## config.mk

```make
export PLATFORM = sky130hd
export DESIGN_NAME = sfa_subtract_alu
export DESIGN_NICKNAME = d
export VERILOG_FILES = /design/src/design/sfa_pkg.sv /design/src/design/sfa_adder.sv /design/src/design/sfa_subtract_alu.sv
export SDC_FILE = /design/constraint.sdc
export NUM_CORES = 1
export LEC_CHECK = 0
export BUFFER_PORTS_ARGS = -buffer_cell sky130_fd_sc_hd__buf_4
export CAP_MARGIN = 20
export CORE_MARGIN = 2
export CORE_UTILIZATION = 57
export CTS_BUF_LIST = sky130_fd_sc_hd__clkbuf_4
export DETAILED_ROUTE_END_ITERATION = 10
export GPL_TIMING_DRIVEN = 0
export PLACE_DENSITY = 0.86
export SYNTH_ARGS = -nofsm -noshare
export SYNTH_HDL_FRONTEND = slang
export SYNTH_SLANG_ARGS = --single-unit
```

## constraint.sdc

```tcl
create_clock -name clk -period 13.75 [get_ports clk]
set_input_delay 0 -clock clk [delete_from_list [all_inputs] [get_ports clk]]
set_output_delay 0 -clock clk [all_outputs]
set_load 0.02 [all_outputs]
```

## src/design/sfa_pkg.sv

```systemverilog
// shared constants and types for the subtract family datapath
`default_nettype none
package sfa_pkg;

  localparam int unsigned DATA_W = 32;
  localparam int unsigned REG_AW = 8;
  localparam int unsigned IMM_W  = 8;

  // opcode pairs, upper seven opcode bits; bit 0 is the immediate select
  localparam logic [6:0] OPP_SUB_CARRY_SIGNED_TRAP   = 7'h14;
  localparam logic [6:0] OPP_SUB_CARRY_UNSIGNED_TRAP = 7'h15;
  localparam logic [6:0] OPP_REVERSE_SUBTRACT        = 7'h1A;
  localparam logic [6:0] OPP_REVERSE_SUBTRACT_CARRY  = 7'h1E;
  localparam int unsigned IMM_SEL_BIT = 0;

  localparam logic [DATA_W-1:0] ZERO_WORD = 32'h0000_0000;
  localparam logic [DATA_W-IMM_W-1:0] IMM_PAD = 24'h00_0000;

  typedef struct packed {
    logic [7:0]        opcode;
    logic [REG_AW-1:0] destination_field;
    logic [REG_AW-1:0] first_source_field;
    logic [REG_AW-1:0] second_source_field;
  } sfa_instr_type;

  typedef enum logic [2:0] {
    SFA_NONE = 3'b000,
    SFA_SCS  = 3'b001,
    SFA_SCU  = 3'b010,
    SFA_SR   = 3'b011,
    SFA_SRC  = 3'b100
  } sfa_kind_type;

  typedef struct packed {
    logic v;
    logic n;
    logic z;
    logic c;
  } sfa_flags_type;

  localparam sfa_flags_type FLAGS_RESET = 4'h0;

  typedef struct packed {
    logic              en;
    logic [REG_AW-1:0] addr;
    logic [DATA_W-1:0] data;
  } sfa_wb_type;

  localparam sfa_wb_type WB_RESET = 41'h000_0000_0000;

endpackage : sfa_pkg
`default_nettype wire

```

## src/design/sfa_adder.sv

```systemverilog
// 32-bit adder with carry out and signed overflow
`timescale 1ns/100ps
`default_nettype none
module sfa_adder (
  input  wire logic [sfa_pkg::DATA_W-1:0] x,
  input  wire logic [sfa_pkg::DATA_W-1:0] y,
  input  wire logic                       cin,
  output logic      [sfa_pkg::DATA_W-1:0] sum,
  output logic                            cout,
  output logic                            ovf
);

  logic [sfa_pkg::DATA_W:0] full;

  always_comb
  begin
    full = {1'b0, x} + {1'b0, y} + {{sfa_pkg::DATA_W{1'b0}}, cin};
    sum  = full[sfa_pkg::DATA_W-1:0];
    cout = full[sfa_pkg::DATA_W];
    ovf  = (x[sfa_pkg::DATA_W-1] == y[sfa_pkg::DATA_W-1]) &&
           (sum[sfa_pkg::DATA_W-1] != x[sfa_pkg::DATA_W-1]);
  end

endmodule : sfa_adder
`default_nettype wire

```

## src/design/sfa_subtract_alu.sv

```systemverilog
// subtract family datapath: decode, operand fetch, add, write-back, flags, trap
//
// What this block does
// - carry subtracts with traps compute first plus inverted second plus carry.
// - signed carry subtract traps on two's-complement overflow.
// - unsigned carry subtract traps on unsigned underflow, i.e. no carry out.
// - signed carry subtract writes its destination even when trapping.
// - unsigned carry subtract writes its destination even when trapping.
// - reverse subtract computes second minus first, never traps.
// - reverse subtract with carry computes second plus inverted first plus carry.
// - immediate bit picks zero-extended 8-bit immediate, else second source register.
`timescale 1ns/100ps
`default_nettype none
module sfa_subtract_alu (
  input  wire logic                          clk,
  input  wire logic                          nrst,
  input  wire logic                          instr_valid,
  input  wire sfa_pkg::sfa_instr_type        instr,
  output logic      [sfa_pkg::REG_AW-1:0]    rd_addr_a,
  input  wire logic [sfa_pkg::DATA_W-1:0]    rd_data_a,
  output logic      [sfa_pkg::REG_AW-1:0]    rd_addr_b,
  input  wire logic [sfa_pkg::DATA_W-1:0]    rd_data_b,
  output sfa_pkg::sfa_wb_type                wb,
  output sfa_pkg::sfa_flags_type             flags,
  output logic                               flags_we,
  output logic                               trap_out_of_range,
  input  wire logic                          flags_load,
  input  wire sfa_pkg::sfa_flags_type        flags_load_value
);

  ////////////////////////////////////////////////////////////////////////////
  // stage 1: instruction register

  logic                   valid_q;
  logic                   valid_d;
  sfa_pkg::sfa_instr_type instr_q;
  sfa_pkg::sfa_instr_type instr_d;

  always_comb
  begin
    valid_d = instr_valid;
    instr_d = instr_valid ? instr : instr_q;
  end

  always_ff @(posedge clk or negedge nrst)
  begin
    if (!nrst)
    begin
      valid_q <= 1'b0;
      instr_q <= '0;
    end
    else
    begin
      valid_q <= valid_d;
      instr_q <= instr_d;
    end
  end

  ////////////////////////////////////////////////////////////////////////////
  // decode and operand fetch

  sfa_pkg::sfa_kind_type       kind;
  logic                        imm_sel;
  logic                        active;
  logic [sfa_pkg::DATA_W-1:0]  first_source;
  logic [sfa_pkg::DATA_W-1:0]  reg_b;
  logic [sfa_pkg::DATA_W-1:0]  second_source;
  sfa_pkg::sfa_wb_type         wb_q;
  sfa_pkg::sfa_wb_type         wb_d;
  sfa_pkg::sfa_flags_type      flags_q;
  sfa_pkg::sfa_flags_type      flags_d;
  logic                        flags_we_q;
  logic                        flags_we_d;
  logic                        trap_q;
  logic                        trap_d;

  always_comb
  begin
    // low opcode bit ignored so both members of a pair land together
    unique case (instr_q.opcode[7:1])
      sfa_pkg::OPP_SUB_CARRY_SIGNED_TRAP:   kind = sfa_pkg::SFA_SCS;
      sfa_pkg::OPP_SUB_CARRY_UNSIGNED_TRAP: kind = sfa_pkg::SFA_SCU;
      sfa_pkg::OPP_REVERSE_SUBTRACT:        kind = sfa_pkg::SFA_SR;
      sfa_pkg::OPP_REVERSE_SUBTRACT_CARRY:  kind = sfa_pkg::SFA_SRC;
      default:                              kind = sfa_pkg::SFA_NONE;
    endcase
    imm_sel = instr_q.opcode[sfa_pkg::IMM_SEL_BIT];
    active  = valid_q && (kind != sfa_pkg::SFA_NONE);
  end

  assign rd_addr_a = instr_q.first_source_field;
  assign rd_addr_b = instr_q.second_source_field;

  // the file write lands one cycle late, so bypass the result still in flight
  always_comb
  begin
    first_source = (wb_q.en && wb_q.addr == instr_q.first_source_field)
                   ? wb_q.data : rd_data_a;
    reg_b        = (wb_q.en && wb_q.addr == instr_q.second_source_field)
                   ? wb_q.data : rd_data_b;
    second_source = imm_sel ? {sfa_pkg::IMM_PAD, instr_q.second_source_field}
                            : reg_b;
  end

  ////////////////////////////////////////////////////////////////////////////
  // operand steering into the adder

  logic [sfa_pkg::DATA_W-1:0] add_x;
  logic [sfa_pkg::DATA_W-1:0] add_y;
  logic                       add_cin;
  logic [sfa_pkg::DATA_W-1:0] add_sum;
  logic                       add_cout;
  logic                       add_ovf;

  always_comb
  begin
    unique case (kind)
      sfa_pkg::SFA_SR:
      begin
        add_x   = second_source;
        add_y   = ~first_source;
        add_cin = 1'b1;
      end
      sfa_pkg::SFA_SRC:
      begin
        add_x   = second_source;
        add_y   = ~first_source;
        add_cin = flags_q.c;
      end
      default:
      begin
        add_x   = first_source;
        add_y   = ~second_source;
        add_cin = flags_q.c;
      end
    endcase
  end

  sfa_adder u_adder (
    .x    (add_x),
    .y    (add_y),
    .cin  (add_cin),
    .sum  (add_sum),
    .cout (add_cout),
    .ovf  (add_ovf)
  );

  ////////////////////////////////////////////////////////////////////////////
  // stage 2: write-back, flags, trap

  always_comb
  begin
    wb_d.en    = active;
    wb_d.addr  = instr_q.destination_field;
    wb_d.data  = active ? add_sum : wb_q.data;
    flags_we_d = active;
    trap_d     = 1'b0;
    if (active && kind == sfa_pkg::SFA_SCS)
      trap_d = add_ovf;
    if (active && kind == sfa_pkg::SFA_SCU)
      trap_d = ~add_cout;
    flags_d = flags_q;
    // own result outranks an outside load landing in the same cycle
    if (active)
    begin
      flags_d.v = add_ovf;
      flags_d.n = add_sum[sfa_pkg::DATA_W-1];
      flags_d.z = (add_sum == sfa_pkg::ZERO_WORD);
      flags_d.c = add_cout;
    end
    else if (flags_load)
      flags_d = flags_load_value;
  end

  always_ff @(posedge clk or negedge nrst)
  begin
    if (!nrst)
    begin
      wb_q       <= sfa_pkg::WB_RESET;
      flags_q    <= sfa_pkg::FLAGS_RESET;
      flags_we_q <= 1'b0;
      trap_q     <= 1'b0;
    end
    else
    begin
      wb_q       <= wb_d;
      flags_q    <= flags_d;
      flags_we_q <= flags_we_d;
      trap_q     <= trap_d;
    end
  end

  assign wb                = wb_q;
  assign flags             = flags_q;
  assign flags_we          = flags_we_q;
  assign trap_out_of_range = trap_q;

  ////////////////////////////////////////////////////////////////////////////
  // checks

  logic [sfa_pkg::DATA_W+1:0] chk_sdiff;
  logic                       chk_sovf;
  logic                       chk_under;

  always_comb
  begin
    chk_sdiff = {{2{first_source[sfa_pkg::DATA_W-1]}}, first_source}
              - {{2{second_source[sfa_pkg::DATA_W-1]}}, second_source}
              - 34'h0_0000_0001 + {33'h0_0000_0000, flags_q.c};
    chk_sovf  = (chk_sdiff[sfa_pkg::DATA_W+1:sfa_pkg::DATA_W-1] != 3'h0) &&
                (chk_sdiff[sfa_pkg::DATA_W+1:sfa_pkg::DATA_W-1] != 3'h7);
    chk_under = ({1'b0, first_source} + {32'h0000_0000, flags_q.c}) <
                ({1'b0, second_source} + 33'h0_0000_0001);
  end
endmodule : sfa_subtract_alu
`default_nettype wire

```

==> results by group <==
STA
  – Setup violations, final: 0
  – Fmax: 168 MHz
  – Max-slew headroom: 40.6%
  – Hold Violations, Final: 0
  – Clock skew: 0.0245 ns
  – PnR worst setup slack: 7.79 ns
  – Setup TNS Final: 0 ns
  – Fin crit period: 5.96 ns
  – Hold WS: 0.157 ns
  – Unrepaired setup endpoints after global routing: no
  – Final period utilization: 43.3%
  – Worst-margin pin slew: 0.890 ns
  – Count of final max-slew check failures: 0

Final layout
  – Filler cells: 879
  – Diodes inserted: 0
  – Share of cells above drive strength 1: 24.6%
  – Area growth syn-to-layout: 29.5%
  – Nets: 1205

Synth
  – Sequential-to-total area share from yosys stat: 28.7%
  – Top cell type's share of synthesized area: 28.7%
  – Post-synth top flop: dfrtp_1
  – Net Count, Synth: 984
  – Ys async rst share: 100%
  – Top cells by count, synth: 122 x nor2_1, 99 x a21oi_1, 88 x nand2_1
  – Post-synthesis average cell area: 8.14 µm²
  – Post-synth top area cell: dfrtp_1
  – Netlist cell types: 66
  – Synth area leaders: dfrtp_1 29%, mux2i_1 10%, a21oi_1 7.2%, nor2_1 6.6%, mux2_2 5.7%
  – Most frequent cell after synthesis: nor2_1
  – Yosys warns: 0
  – Post-synth EDFFs: 0
  – Synthesized area: 0.00689 mm²
  – Post-synthesis cell count: 847
  – FF+latch count, synth: 79

Floorplanning
  – # rows: 40
  – Core area: 0.0119 mm²
  – Die width: 114 µm
  – Initial Utilization: 57.9%
  – Die ar.: 0.0130 mm²
  – Number of I/O pins: 167
  – Die height: 114 µm

Clock network
  – Clock transition at path regs: 0.16 ns
  – Longest Clk Path Bufs: 2
  – TritonCTS Buffers: 9
  – CTS root buffer: clkbuf_4
  – H-tree depth: 3
  – Resized Gates After CTS: 0
  – Sink Count: 79
  – Clock Latency Late Sink: 0.50 ns
  – CTS tree: built

Place
  – Routability congestion estimate: 0.977
  – DPL Wire Length: 16700 µm
  – Placement Setup Slack: 8.03 ns
  – IO Port Bufs: 166

Pwr
  – Combinational power share: 49.2%
  – Cell-internal power: 0.572 mW
  – Pwr dens: 116 mW/mm²
  – Clock share of power: 15.7%
  – Psw: 0.466 mW
  – Leakage Power: 3.85 nW
  – Total Power: 1.04 mW
  – VDD IR max: 0.0000811 V
  – Seq pwr share: 35.1%
  – Sw Share: 44.9%

Setup path
  – CP endpoint kind: register
  – Critical-path top delay cell: nor4b_1
  – Crit-path cells: xor2_1 > nor4_1 > nand3_1 > nor4_4 > buf_2 > mux2i_1 > nand2_1 > o21ai_0 > fa_1 > fa_1 > nor2b_1 > o31a_1 > o211ai_2 > a21oi_1 > xnor2_1 > nand2_1 > nor4b_1 > nand4_1 > o21ai_1
  – Max FO, Critical Path: 10
  – Critical path arrival: 6.39 ns
  – CP Launch Type: register
  – Worst EP required: 14.18 ns
  – CP Class: reg -> reg
  – Crit path largest cell delay: 0.65 ns

Routing
  – Post-route DRC: 0
  – Post-DRT Antenna Nets: 0
  – Vias: 7466
  – Average vias per placed instance: 6.12
  – DR pass1 iterations: 5
  – Wire per inst: 19.3 µm
  – Drt total wl: 23500 µm
  – 1st-iter DRT viols: 719

Status
  – Status: complete, no violations

Global route
  – First-pass GRT wire length: 36800 µm
  – Congestion Overflow GR: 0
  – Antenna violations before repair: 0
  – Largest net degree at the start of global routing: 80
  – Vias in the first global route: 7235
  – Global-route usage over all layers: 36.3%

Run
  – Maxcap violations: 0

Hold path
  – Hold crit path type: in -> reg
==> final cells by class <==
cell class                 count  area [µm²]  share of cell area, %
buffer                        64         320                   3.59
clock buffer                   9        67.6                  0.757
clock inverter                 7        80.1                  0.897
inverter                      13        48.8                  0.547
multi-input combinational    691        4550                   50.9
sequential                    79        1980                   22.1
tap                          147         184                   2.06
timing repair buffer         210        1700                   19.1
==> kinds of logic (layout without fill, tap and decap cells) <==
family	Yosys count	after routing	synth area share [%]
AOI/OAI and AO/OA	229	229	20.1
xor gates and xnor gates	37	37	4.70
adders and majority gates	33	33	6.21
buffers and inverters	77	303	5.36
DFF	79	79	28.7
muxes	105	105	15.9
and+or+nand+nor	287	287	19.0
==> placed cells by master, fill, tap and decap left out, types with 3 or more instances in the layout <==
cell           instances
a211oi_1               7
a21o_1                 9
a21oi_1               99
and2_1                 3
buf_1                 13
buf_2                 13
buf_4                183
clkbuf_1              21
clkbuf_4               9
dfrtp_1               79
dlygate4sd3_1         43
ha_1                  31
inv_1                 12
mux2_2                35
mux2i_1               70
nand2_1               88
nand2b_1               4
nand3_1               12
nand4_1               11
nor2_1               122
nor2b_1                4
nor3_1                12
nor4b_1                5
o211ai_1               9
o21a_1                 5
o21ai_0               52
o21ai_1                9
o21bai_1               3
o22ai_1                3
o31ai_1                7
or3_1                  8
xnor2_1               22
xor2_1                15
==> per-stage QoR <==
| step | area, µm² | utilization (%) | std cells |
|---|---|---|---|
| 6_report | 8930 | 74.9 | 1220 |
| 5_1_grt | 8930 | 74.9 | 1220 |
| 4_1_cts | 8890 | 74.6 | 1218 |
| 3_5_place_dp | 8320 | 69.9 | 1160 |
| 3_3_place_gp | 8320 | 69.9 | 1160 |
| 2_1_floorplan | 6890 | - | 847 |
==> power by group through the flow <==
stage                     registers (mW)  clock network, mW  logic (mW)
after floorplan                    0.411                  0       0.247
after global placement             0.362                  0       0.480
after detailed placement           0.365                  0       0.487
after CTS                          0.361              0.158       0.500
after global routing               0.372              0.171       0.552
final                              0.365              0.163       0.511
==> state kept, by name, indices dropped and copies added, names as in the netlist <==
name               flops
imm_sel                1
rd_addr_a              8
valid_q                1
flags                  4
rd_addr_b              8
trap_out_of_range      1
wb                    40
instr_q               15
flags_we               1
==> worst paths after layout <==
kind	startpoint	end	slack [ns]	depth (start not counted)
hold / removal	rd_data_a[31]	flags[0]$_DFFE_PN0P_	0.16	7
setup / recovery	rd_addr_a[6]$_DFFE_PN0P_	flags[1]$_DFFE_PN0P_	7.79	19
hold reg to reg	instr_q[22]$_DFFE_PN0P_	wb[38]$_DFF_PN0_	0.39	0
min in group asynchronous	nrst	trap_out_of_range$_DFF_PN0_	0.42	3
max in group asynchronous	nrst	wb[14]$_DFFE_PN0P_	12.75	4
setup reg to reg	rd_addr_a[6]$_DFFE_PN0P_	flags[1]$_DFFE_PN0P_	7.79	19
==> timing repair <==
item                      CTS  global route
hold buffers               42             1
hold endpoints to repair  116             7
buffers inserted            0             0
==> layer usage <==
| metal | track usage, % | wire length (µm) | vias to the layer above |
|---|---|---|---|
| met1 | 47.5 | 9750 | 3532 |
| met3 | 6.32 | 1920 | 68 |
| li1 | - | - | 3469 |
| met4 | 15.7 | 738 | 0 |
| met5 | 0 | 0 | - |
| met2 | 59.3 | 11100 | 397 |
==> critical path: cells and delay by family, from the launching register on <==
kind	cells	cell delay, ns
AOI/OAI and AO/OA	5	1.08
buffers and inverters	1	0.41
muxes	1	0.15
adders and majority gates	2	0.95
and+or+nand+nor	8	2.48
xor gates and xnor gates	2	0.38
DFF	1	0.45
No activity file was read; power rests on OpenSTA's default activity.
